## src/apr_pkg.sv

```systemverilog
// Package with constants, types and the rule summary for the converter read-port host controller
// Rules for the converter interface
// - Chip select may be held low for good, and then read alone controls the transfer.
// - A logic host may use the end-of-conversion pulse itself as chip select and read.
// - A processor host may treat the falling end-of-conversion edge as a result-ready interrupt.
// - The host may drive channel select from the three low address lines, sampled with read.
// - Chip select decoding uses only host address bits 3 to 15, so channel bits do not change selection.
// - Without power-down the host waits 30 ns after a read ends before starting a new conversion.
package apr_pkg;
  localparam int CLK_PERIOD_NS   = 40;
  localparam int DATA_W          = 8;
  localparam int CHAN_W          = 3;
  localparam int FIFO_DEPTH      = 32;
  localparam int EOC_MAX_NS      = 110;
  localparam int SAMPLE_MAX_NS   = 530;
  localparam int READ_GAP_NS     = 30;
  localparam int CONV_LOW_NS     = 40;
  localparam int READ_LOW_NS     = 80;
  localparam int TIMEOUT_CYC     = (SAMPLE_MAX_NS + EOC_MAX_NS) / CLK_PERIOD_NS;
  localparam int GAP_CYC         = (READ_GAP_NS + CLK_PERIOD_NS - 1) / CLK_PERIOD_NS;
  localparam int CONV_LOW_CYC    = (CONV_LOW_NS + CLK_PERIOD_NS - 1) / CLK_PERIOD_NS;
  localparam int READ_LOW_CYC    = (READ_LOW_NS + CLK_PERIOD_NS - 1) / CLK_PERIOD_NS;
  localparam int CNT_W           = 5;
  localparam logic [1:0] SRC_EOC = 2'h0;

  typedef struct packed {
    logic [CHAN_W-1:0] chan;
    logic [DATA_W-1:0] data;
  } apr_sample_s;

  typedef enum logic [2:0] {
    APR_IDLE, APR_CONV, APR_WAIT_EOC, APR_READ, APR_GAP
  } apr_state_e;
endpackage : apr_pkg

```

## src/apr_fifo.sv

```systemverilog
// Parameterised valid/ready FIFO for captured samples
`timescale 1ns/1ns
module apr_fifo #(
  parameter int WIDTH = 11,
  parameter int DEPTH = 32
) (
  input  wire logic             core_clk,
  input  wire logic             srst,
  input  wire logic             in_valid,
  output logic                  in_ready,
  input  wire logic [WIDTH-1:0] in_data,
  output logic                  out_valid,
  input  wire logic             out_ready,
  output logic      [WIDTH-1:0] out_data
);
  localparam int AW = $clog2(DEPTH);
  logic [WIDTH-1:0] mem [DEPTH];
  logic [AW-1:0]    wr_reg, wr_next, rd_reg, rd_next;
  logic [AW:0]      cnt_reg, cnt_next;
  logic             push, pop;

  always_comb begin
    push     = in_valid && (cnt_reg != (AW+1)'(DEPTH));
    pop      = out_valid && out_ready;
    wr_next  = push ? AW'(wr_reg + 1'b1) : wr_reg;
    rd_next  = pop ? AW'(rd_reg + 1'b1) : rd_reg;
    cnt_next = cnt_reg + (AW+1)'(push) - (AW+1)'(pop);
  end

  always_ff @(posedge core_clk) begin
    if (srst) begin
      wr_reg  <= '0;
      rd_reg  <= '0;
      cnt_reg <= '0;
    end else begin
      wr_reg  <= wr_next;
      rd_reg  <= rd_next;
      cnt_reg <= cnt_next;
    end
    if (push) begin
      mem[wr_reg] <= in_data;
    end
  end

  assign in_ready  = cnt_reg != (AW+1)'(DEPTH);
  assign out_valid = cnt_reg != '0;
  assign out_data  = mem[rd_reg];
endmodule : apr_fifo

```

## src/apr_host.sv

```systemverilog
// Host controller that starts conversions, reads results and queues them
`timescale 1ns/1ns
module apr_host
  import apr_pkg::*;
#(
  parameter int DEPTH = apr_pkg::FIFO_DEPTH
) (
  input  wire logic                      core_clk,
  input  wire logic                      srst,
  input  wire logic                      start,
  input  wire logic                      auto_power_down,
  input  wire logic [apr_pkg::CHAN_W-1:0] next_chan,
  output logic                           busy,
  output logic                           timeout,
  output logic                           convert_start_n,
  output logic                           cs_n,
  output logic                           rd_n,
  output logic [apr_pkg::CHAN_W-1:0]     channel_sel,
  input  wire logic                      eoc_n,
  input  wire logic [apr_pkg::DATA_W-1:0] db_in,
  output logic                           sample_valid,
  input  wire logic                      sample_ready,
  output apr_pkg::apr_sample_s           sample
);
  import apr_pkg::*;

  apr_state_e        st_reg, st_next;
  logic [CNT_W-1:0]  cnt_reg, cnt_next;
  logic              conv_reg, conv_next, rd_reg, rd_next, to_reg, to_next;
  logic [CHAN_W-1:0] ch_reg, ch_next, cur_reg, cur_next;
  logic [1:0]        eoc_sync;
  logic [DATA_W-1:0] db_s1, db_s2;
  logic              eoc_prev, eoc_fall, push, f_ready;
  apr_sample_s       push_data;

  // Two-flop synchronisers; only the second stage feeds logic
  always_ff @(posedge core_clk) begin
    if (srst) begin
      eoc_sync <= 2'h3;
      eoc_prev <= 1'b1;
      db_s1    <= '0;
      db_s2    <= '0;
    end else begin
      eoc_sync <= {eoc_sync[0], eoc_n};
      eoc_prev <= eoc_sync[1];
      db_s1    <= db_in;
      db_s2    <= db_s1;
    end
  end
  assign eoc_fall  = eoc_prev && !eoc_sync[1];

  always_comb begin
    st_next   = st_reg;
    cnt_next  = cnt_reg;
    conv_next = conv_reg;
    rd_next   = rd_reg;
    to_next   = 1'b0;
    ch_next   = ch_reg;
    cur_next  = cur_reg;
    push      = 1'b0;
    case (st_reg)
      APR_IDLE: begin
        if (start && f_ready) begin
          conv_next = 1'b0;
          cnt_next  = CNT_W'(CONV_LOW_CYC);
          st_next   = APR_CONV;
        end
      end
      APR_CONV: begin
        cnt_next = cnt_reg - 1'b1;
        if (cnt_reg == CNT_W'(1)) begin
          // Power-down keeps the strobe low past end-of-conversion
          conv_next = !auto_power_down;
          cnt_next  = CNT_W'(TIMEOUT_CYC + 4);
          st_next   = APR_WAIT_EOC;
        end
      end
      APR_WAIT_EOC: begin
        cnt_next = cnt_reg - 1'b1;
        if (eoc_fall) begin
          rd_next  = 1'b0;
          // Tag the word with the channel in force before this read relatches it
          cur_next = ch_reg;
          ch_next  = next_chan;
          cnt_next = CNT_W'(READ_LOW_CYC);
          st_next  = APR_READ;
        end else if (cnt_reg == '0) begin
          to_next   = 1'b1;
          conv_next = 1'b1;
          st_next   = APR_IDLE;
        end
      end
      APR_READ: begin
        cnt_next = cnt_reg - 1'b1;
        if (cnt_reg == CNT_W'(1)) begin
          rd_next   = 1'b1;
          conv_next = 1'b1;
          push      = 1'b1;
          cnt_next  = CNT_W'(GAP_CYC);
          st_next   = APR_GAP;
        end
      end
      APR_GAP: begin
        cnt_next = cnt_reg - 1'b1;
        if (cnt_reg <= CNT_W'(1)) begin
          st_next = APR_IDLE;
        end
      end
      default: st_next = APR_IDLE;
    endcase
  end

  always_ff @(posedge core_clk) begin
    if (srst) begin
      st_reg   <= APR_IDLE;
      cnt_reg  <= '0;
      conv_reg <= 1'b1;
      rd_reg   <= 1'b1;
      to_reg   <= 1'b0;
      ch_reg   <= '0;
      cur_reg  <= '0;
    end else begin
      st_reg   <= st_next;
      cnt_reg  <= cnt_next;
      conv_reg <= conv_next;
      rd_reg   <= rd_next;
      to_reg   <= to_next;
      ch_reg   <= ch_next;
      cur_reg  <= cur_next;
    end
  end

  // Data sampled one cycle into the two-cycle read window, after two flops of settling
  assign push_data = '{chan: cur_reg, data: db_s2};

  // The second sync stage only holds read data one edge after the read ends, so the push is delayed by one
  logic push_reg;
  logic busy_reg;
  logic busy_next;
  always_comb begin
    busy_next = st_next != APR_IDLE;
  end
  always_ff @(posedge core_clk) begin
    if (srst) begin
      push_reg <= 1'b0;
      busy_reg <= 1'b0;
    end else begin
      push_reg <= push;
      busy_reg <= busy_next;
    end
  end

  apr_fifo #(.WIDTH(CHAN_W + DATA_W), .DEPTH(DEPTH)) u_fifo (
    .core_clk (core_clk),
    .srst     (srst),
    .in_valid (push_reg),
    .in_ready (f_ready),
    .in_data  (push_data),
    .out_valid(sample_valid),
    .out_ready(sample_ready),
    .out_data (sample)
  );

  assign convert_start_n = conv_reg;
  assign rd_n            = rd_reg;
  assign cs_n            = rd_reg;
  assign channel_sel     = ch_reg;
  assign busy            = busy_reg;
  assign timeout         = to_reg;
endmodule : apr_host

```

## config.mk

```make
export PLATFORM = sky130hd
export DESIGN_NAME = apr_host
export DESIGN_NICKNAME = d
export VERILOG_FILES = /design/src/apr_pkg.sv /design/src/apr_fifo.sv /design/src/apr_host.sv
export SDC_FILE = /design/constraint.sdc
export NUM_CORES = 1
export LEC_CHECK = 0
export ABC_AREA = 1
export BUFFER_PORTS_ARGS = -buffer_cell sky130_fd_sc_hd__buf_2
export CAP_MARGIN = 15
export CORE_ASPECT_RATIO = 0.7
export CORE_MARGIN = 3
export CORE_UTILIZATION = 55
export CTS_CLUSTER_SIZE = 8
export DETAILED_ROUTE_END_ITERATION = 7
export GPL_TIMING_DRIVEN = 0
export PLACE_DENSITY_LB_ADDON = 0.1
export SETUP_SLACK_MARGIN = 0.15
export SLEW_MARGIN = 20
export SYNTH_ARGS = -nofsm -noshare
export SYNTH_HDL_FRONTEND = slang
export SYNTH_SLANG_ARGS = --single-unit
```

## constraint.sdc

```tcl
create_clock -name core_clk -period 2.35 [get_ports core_clk]
set_input_delay 0.47 -clock core_clk [delete_from_list [all_inputs] [get_ports core_clk]]
set_output_delay 0.47 -clock core_clk [all_outputs]
set_load 0.1 [all_outputs]
```

==> metrics.log, run 1 <==
[metrics] filler instances: 2093
[metrics] maximum number of pins on one net before global-route repair: 34
[metrics] global-route total usage across every layer: between 20% and 30%
[metrics] unrepaired setup endpoints after global routing: yes
[metrics] highest-count cells in the layout ignoring fill and taps: sky130_fd_sc_hd__nand2_1 (466), sky130_fd_sc_hd__edfxtp_1 (352), sky130_fd_sc_hd__nand3_1 (189)
[metrics] routed via count divided by cell count: ~5.7
[metrics] via count of the first global-routing pass: 11271
[metrics] global-route wire length before repair: 69280 µm
[metrics] IO buf count: 36
[metrics] minimum clock period after layout: 2.808 ns
[metrics] final global-route overflow total: 0
[metrics] largest reg by FF count: u_fifo.mem
[metrics] number of iterations in the first detailed-routing pass: 5
[metrics] R2R Path End: u_fifo.cnt_reg[4]$_SDFF_PP0_
[metrics] required time at the worst-slack endpoint: 1.88 ns
[metrics] Die Footprint: 0.03289 mm²
[metrics] launch instance of the worst register-to-register path: u_fifo.cnt_reg[2]$_SDFF_PP0_
[metrics] count of cells along the worst register-to-register path: 13
[metrics] count of pins on the block boundary: 37
[metrics] Via Count: 12121
[metrics] most common cell after layout, fill and taps aside: sky130_fd_sc_hd__nand2_1
[metrics] total number of yosys warnings: 0
[metrics] clock buffer depth: 3
[metrics] HPWL Detailed: approximately 30000 µm
[metrics] number of flip-flops under the largest register name: 352
[metrics] number of register bits inferred by synthesis: between 400 and 500
[metrics] max cap viols: 0
[metrics] dominant cell type by area after synthesis: sky130_fd_sc_hd__edfxtp_1
[metrics] number of placed instances, taps included: about 2000
[metrics] Cells after Synth: roughly 1500
[metrics] terminating pin of the worst hold path: eoc_sync[0]$_SDFF_PP1_
[metrics] critical path cell sequence: buf_12, inv_16, buf_16, buf_12, nand2_1, nand3_1, nand3_2, nand2_1, nand2_1, nand3_1, and2_4, buf_12
[metrics] slack of the critical path: -0.4575 ns
[metrics] overall power of the completed layout: 21.99 mW
[metrics] biggest fanout along the worst timing path: 10
[metrics] sequential area share after synthesis: 69.56%
[metrics] final weighted congestion in routability-driven placement: 0.9389
[metrics] mean cell area of the mapped netlist: 10.92 µm²
[metrics] starting utilization of the core area: 56.11%
[metrics] highest achievable clock rate: between 300 and 400 MHz
[metrics] P&R area growth vs syn: 27.72%
[metrics] clock buffer count from CTS: 57
[metrics] deepest level of the CTS H-tree: 2
[metrics] area of the mapped netlist: 0.01689 mm²
[metrics] failing checks: negative setup slack
[metrics] Std-Cell Rows: 53
[metrics] die height: 152.6 µm
[metrics] Clock Tree Root: sky130_fd_sc_hd__clkbuf_16
[metrics] sort of element at the end of the critical path: output pin
[metrics] hold path cells: 2
[metrics] clock latency of the later-clocked register in the worst-skew pair: 0.59 ns
[metrics] # nets final: 1714
[metrics] startpoint types: register
[metrics] wirelength, routed: 47770 µm
[metrics] worst max-slew margin expressed relative to the limit: 46.00%
[metrics] proportion of netlist area held by the largest area contributor: 62.57%
[metrics] DRC: 0
[metrics] Routed WL per cell: 22.56 µm
[metrics] reg-to-reg slack, setup: about 0.24 ns
[metrics] final count of hold timing violations: 0
[metrics] crit share post-route: 119.5%
[metrics] CP arrival: 2.34 ns
[metrics] final setup violating endpoints: 11
[metrics] Detailed Route Iter0 Violations: 1746
[metrics] ANT cells: 0
[metrics] die span in x: 215.5 µm
[metrics] worst slack on hold paths: 0.08356 ns
[metrics] DP Worst Slack: -0.4743 ns
[metrics] Post-DRT Antenna Nets: 0
[metrics] fraction of layout instances using a drive strength above 1: between 20 and 30%
[metrics] worst-path cell with the longest stage delay: sky130_fd_sc_hd__dfxtp_2
[metrics] dpl cell area: 0.01787 mm²
[metrics] Final Skew: 0.02216 ns
[metrics] Cell Pwr Density: 1019 mW/mm²
[metrics] number of antenna violations at the first check in global routing: 0
[metrics] area of the core region: 0.03011 mm²
[metrics] CTS sink count: 411
[metrics] transition at the pin with the smallest max-transition slack: 0.8100 ns
[metrics] Critical Path Max Stage Delay: roughly 0.32 ns
[metrics] cell type group with the largest total delay on the critical path: simple AND/OR/NAND/NOR gates
[metrics] largest voltage drop on the vdd net: 0.0007294 V
[metrics] Worst-path clk slew: 0.05 ns
[metrics] area of combinational cells with multiple inputs: 0.005513 mm²
[metrics] Post-Layout Inst Area: 0.02158 mm²
[metrics] number of distinct library cells after synthesis: 29
[metrics] sequential cell area: 0.01177 mm²
[metrics] max-slew violation count: 0
[metrics] HP Class: input pin to register
[metrics] registers with the most flip-flops: u_fifo.mem (352), db_s1 (8), db_s2 (8)
[metrics] Syn Nets: 1581
[metrics] count of non-filler cells in the finished layout: about 2100
[metrics] kind of critical path: register to output pin
[metrics] Worst Hold Launch: eoc_n
[metrics] clock tree from TritonCTS: built
[metrics] LEAKAGE: 8.270 nW
[metrics] buffers and inverters on the worst path: 5
[metrics] most area-consuming cells after synthesis: sky130_fd_sc_hd__edfxtp_1 (63%), sky130_fd_sc_hd__nand2_1 (11%), sky130_fd_sc_hd__nand3_1 (9.2%), sky130_fd_sc_hd__dfxtp_1 (7.0%), sky130_fd_sc_hd__nor2_1 (1.9%)
[metrics] result of the run: finished, violations left
-- worst max path at each step --
stage | endpoint | slack (ns) | start | cells after the start
2_1_floorplan | u_fifo.cnt_reg[4]$_SDFF_PP0_ | -0.84 | u_fifo.cnt_reg[3]$_SDFF_PP0_ | 13
3_3_place_gp | u_fifo.mem[6][0]$_DFFE_PP_ | -0.45 | u_fifo.cnt_reg[4]$_SDFF_PP0_ | 7
3_5_place_dp | u_fifo.mem[18][5]$_DFFE_PP_ | -0.47 | u_fifo.cnt_reg[4]$_SDFF_PP0_ | 7
4_1_cts | sample[6] | -0.45 | register | 12
5_1_grt | sample[7] | -0.52 | register | 12
6_report | sample[3] | -0.46 | register | 12
-- cell families (layout without fill, tap and decap cells) --
logic type / Yosys count / after routing / share of synthesized area (%)
flops: 411 / 411 / 69.56
fa+ha+maj: 17 / 17 / 1.304
buf+inv: 150 / 309 / 4.525
simple gates: 917 / 917 / 22.97
xor+xnor: 3 / 3 / 0.1556
compound gates: 49 / 49 / 1.489
-- repair_timing --
item                       4_1_cts  5_1_grt
setup endpoints to repair      353       15
hold buffers                     0        0
pin swaps                       16       57
hold endpoints to repair         0        0
cloned                           2        8
resized for setup              244      166
setup buffers                   15        6
-- metrics by stage --
step / util, % / setup TNS (ns)
after floorplan: - / -3.811
after global placement: 58.64 / -103.97
after detailed placement: 59.36 / -121.27
after CTS: 68.42 / -4.818
after global routing: 71.67 / -5.472
final: 71.67 / -4.727
-- metal layers --
layer	share of wire (%)	GRT usage [%]	routed length [µm]
met1	43	43.33	20630
met2	41	38.57	19780
met3	13	9.866	6323
met4	2.2	7.799	1038
met5	0	0	0
-- synthesized netlist by cell type --
master and instances:
sky130_fd_sc_hd__buf_2 28, sky130_fd_sc_hd__or2_2 2, sky130_fd_sc_hd__xnor2_1 2, sky130_fd_sc_hd__and2_1 11, sky130_fd_sc_hd__nand4_1 2, sky130_fd_sc_hd__fa_1 1, sky130_fd_sc_hd__buf_8 1, sky130_fd_sc_hd__nand2_1 498
sky130_fd_sc_hd__nand3_1 310, sky130_fd_sc_hd__dfxtp_1 59, sky130_fd_sc_hd__a21oi_1 22, sky130_fd_sc_hd__nor3_1 5, sky130_fd_sc_hd__nor3b_1 1, sky130_fd_sc_hd__xor2_1 1, sky130_fd_sc_hd__buf_6 13, sky130_fd_sc_hd__nor2_1 87
sky130_fd_sc_hd__inv_1 66, sky130_fd_sc_hd__o21ai_0 24, sky130_fd_sc_hd__edfxtp_1 352, sky130_fd_sc_hd__nand2_2 1, sky130_fd_sc_hd__inv_4 2, sky130_fd_sc_hd__ha_1 16, sky130_fd_sc_hd__o21bai_1 1, sky130_fd_sc_hd__buf_1 7
sky130_fd_sc_hd__clkinv_1 2, sky130_fd_sc_hd__clkbuf_1 17, sky130_fd_sc_hd__o22ai_1 1, sky130_fd_sc_hd__a21boi_0 1, sky130_fd_sc_hd__buf_4 14
-- power breakdown --
group / switching, mW / leakage [nW] / internal (mW)
Combinational: 4.08 / 3.82 / 2.39
Sequential: 0.131 / 3.69 / 8.02
Clock: 2.96 / 0.763 / 4.41
Total: 7.17 / 8.27 / 14.8
-- layout make-up --
type | count | area share [%]
Buffer | 79 | 3.816
Clock buffer | 80 | 7.011
Clock inverter | 5 | 0.3479
Inverter | 70 | 1.340
Multi-Input combinational cell | 986 | 25.55
Sequential cell | 411 | 54.55
Tap cell | 412 | 2.389
Timing Repair Buffer | 75 | 4.999
Power figures use the tool's default switching activity.
==> inputs of run 2 (changes only) <==
--- a/config.mk
+++ b/config.mk
@@ -5,7 +5,6 @@
 export SDC_FILE = /design/constraint.sdc
 export NUM_CORES = 1
 export LEC_CHECK = 0
-export ABC_AREA = 1
 export BUFFER_PORTS_ARGS = -buffer_cell sky130_fd_sc_hd__buf_2
 export CAP_MARGIN = 15
 export CORE_ASPECT_RATIO = 0.7
==> metrics.log, run 2 <==
[metrics] highest-count cells in the layout ignoring fill and taps: sky130_fd_sc_hd__edfxtp_1 (352), sky130_fd_sc_hd__mux2i_1 (82), sky130_fd_sc_hd__clkbuf_16 (60)
[metrics] uppermost signal routing layer after detailed routing: met4
[metrics] clock tree from TritonCTS: built
[metrics] slack of the critical path: -0.6435 ns (-0.1860 ns)
[metrics] global-route total usage across every layer: 24.05% (-4.3 points)
[metrics] die span in x: 211.0 µm (-2.1%)
[metrics] Cells after Synth: 960 (-38%)
[metrics] number of register bits inferred by synthesis: 411 (unchanged)
[metrics] final count of hold timing violations: 0 (unchanged)
[metrics] maximum number of pins on one net before global-route repair: 34 (unchanged)
[metrics] max-slew violation count: 0 (unchanged)
[metrics] # nets final: 1143 (-33%)
[metrics] final global-route overflow total: 0 (unchanged)
[metrics] portion of total power attributed to sequential cells: 41.9% (+4.8 points)
[metrics] wirelength, routed: 36970 µm (-23%)
[metrics] largest voltage drop on the vdd net: 0.0008032 V (+10%)
[metrics] clock latency of the later-clocked register in the worst-skew pair: 0.57 ns (-0.02 ns)
[metrics] Final Skew: 0.01584 ns (-0.006323 ns)
[metrics] deepest level of the CTS H-tree: 2 (unchanged)
[metrics] Cell Pwr Density: 958.0 mW/mm² (-6.0%)
[metrics] count of cells along the worst register-to-register path: 14 (+1)
[metrics] area of the core region: 0.02840 mm² (-5.7%)
[metrics] CP dominant cell by count: sky130_fd_sc_hd__buf_12
[metrics] number of enable flip-flop cells after synthesis: 352 (unchanged)
[metrics] WL met2: 16170 µm (-18%)
[metrics] buffers and inverters on the worst path: 3 (-2)
[metrics] launch instance of the worst register-to-register path: u_fifo.cnt_reg[2]$_SDFF_PP0_
[metrics] largest reg by FF count: u_fifo.mem
[metrics] filler instances: 1708 (-18%)
[metrics] crit share post-route: 127.4% (+7.9 points)
[metrics] cell type group with the largest total delay on the critical path: multiplexers
[metrics] highest achievable clock rate: 334.1 MHz (-6.2%)
[metrics] most frequently used cell type in the post-synthesis netlist: sky130_fd_sc_hd__edfxtp_1
[metrics] kind of critical path: register to output pin
[metrics] most used flip-flop cell after synthesis: sky130_fd_sc_hd__edfxtp_1
[metrics] number of antenna violations at the first check in global routing: 0 (unchanged)
[metrics] sort of element at the end of the critical path: output pin
[metrics] Via Count: 9062 (-25%)
[metrics] Worst Hold Launch: eoc_n
[metrics] area of the mapped netlist: 0.01618 mm² (-4.2%)
[metrics] met1 WL: 17100 µm (-17%)
[metrics] clock buffer count from CTS: 57 (unchanged)
[metrics] proportion of total power due to net switching: 27.40% (-5.2 points)
[metrics] net switching component of the power: 5.368 mW (-25%)
[metrics] die height: 149.5 µm (-2.0%)
[metrics] clock buffer depth: 3 (unchanged)
[metrics] Critical Path Max Stage Delay: 0.52 ns (+0.20 ns)
[metrics] Routed WL per cell: 24.58 µm (+9.0%)
[metrics] most area-consuming cells after synthesis: sky130_fd_sc_hd__edfxtp_1 (65%), sky130_fd_sc_hd__dfxtp_1 (7.3%), sky130_fd_sc_hd__mux4_2 (6.1%), sky130_fd_sc_hd__mux2i_1 (5.3%), sky130_fd_sc_hd__nor2_1 (1.6%)
[metrics] internal power consumption: 14.22 mW (-4.0%)
[metrics] result of the run: finished, violations left
[metrics] starting utilization of the core area: 56.98% (+0.87 points)
[metrics] Clock Tree Root: sky130_fd_sc_hd__clkbuf_16
[metrics] number of buffers inserted for hold repair after clock tree synthesis: 0 (unchanged)
[metrics] biggest fanout along the worst timing path: 7 (-3)
[metrics] number of distinct library cells after synthesis: 59 (+100%)
[metrics] Detailed Route Iter0 Violations: 890 (-49%)
[metrics] max cap viols: 0 (unchanged)
[metrics] DP Worst Slack: -0.7214 ns (-0.2471 ns)
[metrics] Post-DRT Antenna Nets: 0 (unchanged)
[metrics] total number of yosys warnings: 0 (unchanged)
[metrics] transition at the pin with the smallest max-transition slack: 0.7361 ns (-0.07386 ns)
[metrics] Clk pwr share: 37.2% (+3.7 points)
[metrics] mean cell area of the mapped netlist: 16.85 µm² (+54%)
[metrics] minimum clock period after layout: 2.993 ns (+0.1860 ns)
[metrics] P&R area growth vs syn: 26.38%
[metrics] HPWL Detailed: 22970 µm (-24%)
[metrics] overall power of the completed layout: 19.59 mW (-11%)
[metrics] via count of the first global-routing pass: 8956 (-21%)
[metrics] final weighted congestion in routability-driven placement: 0.8743 (-6.9%)
[metrics] failing checks: negative setup slack
[metrics] dpl cell area: 0.01717 mm² (-3.9%)
[metrics] IO buf count: 35 (-2.8%)
[metrics] number of placed instances, taps included: 1366 (-32%)
[metrics] LEAKAGE: 6.607 nW (-20%)
[metrics] Die Footprint: 0.03155 mm² (-4.1%)
[metrics] hold path cells: 2 (unchanged)
[metrics] count of pins on the block boundary: 37 (unchanged)
[metrics] reg-to-reg slack, setup: -0.03 ns (-0.27 ns)
[metrics] DRC: 0 (unchanged)
[metrics] worst max-slew margin expressed relative to the limit: 50.93% (+4.9 points)
[metrics] Std-Cell Rows: 51 (-3.8%)
[metrics] Post-synth ARST share: 0% (unchanged)
[metrics] unrepaired setup endpoints after global routing: yes
[metrics] global-route wire length before repair: 55930 µm (-19%)
[metrics] required time at the worst-slack endpoint: 1.88 ns (about the same)
[metrics] terminating pin of the worst hold path: eoc_sync[0]$_SDFF_PP1_
[metrics] wire length on met3: 3013 µm (-52%)
[metrics] Syn Nets: 994 (-37%)
[metrics] CTS sink count: 411 (unchanged)
[metrics] Worst-path clk slew: 0.05 ns (about the same)
[metrics] most common cell after layout, fill and taps aside: sky130_fd_sc_hd__edfxtp_1
[metrics] dominant cell type by area after synthesis: sky130_fd_sc_hd__edfxtp_1
[metrics] most used standard cells in the synthesized netlist: sky130_fd_sc_hd__edfxtp_1 (352), sky130_fd_sc_hd__mux2i_1 (85), sky130_fd_sc_hd__nor2_1 (71), sky130_fd_sc_hd__dfxtp_1 (59), sky130_fd_sc_hd__mux4_2 (44)
[metrics] critical path cell sequence: buf_12, buf_12, mux4_2, a22oi_2, nand3_4, buf_12
[metrics] Post-Layout Inst Area: 0.02045 mm² (-5.2%)
[metrics] routed via count divided by cell count: 6.025 (+5.3%)
[metrics] fraction of layout instances using a drive strength above 1: 34.13% (+8.7 points)
[metrics] HP Class: input pin to register
[metrics] count of non-filler cells in the finished layout: 1504 (-29%)
[metrics] R2R Path End: u_fifo.cnt_reg[4]$_SDFF_PP0_
[metrics] CP arrival: 2.52 ns (+0.18 ns)
[metrics] final setup violating endpoints: 12 (+1)
[metrics] proportion of netlist area held by the largest area contributor: 65.33% (+2.8 points)
[metrics] worst-path cell with the longest stage delay: sky130_fd_sc_hd__mux4_2
[metrics] number of iterations in the first detailed-routing pass: 5 (unchanged)
[metrics] sequential area share after synthesis: 72.63% (+3.1 points)
[metrics] combinational cell fraction of total power: 20.9% (-8.5 points)
[metrics] registers with the most flip-flops: u_fifo.mem (352), db_s1 (8), db_s2 (8)
[metrics] number of flip-flops under the largest register name: 352 (unchanged)
[metrics] startpoint types: register
[run 2: final cells by class]
type                       instances  area, µm²  area share (%)
buffer                            53      474.2           2.319
sequential                       411      11770           57.57
clock buffer                      79       1551           7.587
inverter                          16      62.56          0.3059
clock inverter                     2      16.27         0.07954
multi-input combinational        480       4923           24.08
antenna                            2      5.005         0.02448
timing repair buffer              90       1179           5.764
tap                              371      464.2           2.270
[run 2: logic make-up (layout without fill, tap and decap cells)]
group | count (synthesis) | in the layout | share of synthesized area [%]
adders and majority gates | 17 | 17 | 1.361
other | 0 | 2 | 0
buffers and inverters | 69 | 240 | 2.258
DFF | 411 | 411 | 72.63
and+or+nand+nor | 193 | 193 | 5.939
AOI/OAI and AO/OA | 129 | 129 | 5.784
xor gates and xnor gates | 12 | 12 | 0.6495
muxes | 129 | 129 | 11.38
[run 2: per-stage QoR]
stage | setup TNS [ns] | utilization, % | hold slack, ns
CTS | -6.859 | 70.31 | 0.06005
floorplan | -0.7850 | - | 0.3895
finish | -6.519 | 72.01 | 0.08371
detailed placement | -119.64 | 60.47 | 0.3932
global route | -7.405 | 71.99 | 0.09393
global placement | -110.36 | 60.42 | 0.3953
[run 2: worst max path at each step]
stage,to,slack [ns],depth (start not counted)
detailed placement,sample[7],-0.72,8
CTS,sample[3],-0.67,6
global placement,sample[5],-0.72,8
floorplan,u_fifo.cnt_reg[4]$_SDFF_PP0_,-0.35,14
global route,sample[3],-0.69,6
finish,sample[3],-0.64,6
[run 2: power groups by stage]
stage                     registers (mW)  logic [mW]  clock network (mW)
final                               8.22        4.09                7.28
after global placement              8.33        3.33                   0
after detailed placement            8.34        3.36                   0
after global routing                8.23        4.36                7.74
after CTS                           8.22        3.82                7.40
after floorplan                     8.36        2.61                   0
[run 2: per-layer routing]
layer / up-vias / track usage [%]
met5: - / 0
met4: 0 / 6.457
met1: 4550 / 38.57
met3: 54 / 4.317
met2: 379 / 34.16
li1: 4079 / -
[run 2: timing repair]
action	in CTS	in global routing
gates resized for setup	177	45
pin swaps	54	24
gates cloned	1	0
setup endpoints to repair	368	302
buffers inserted	31	23
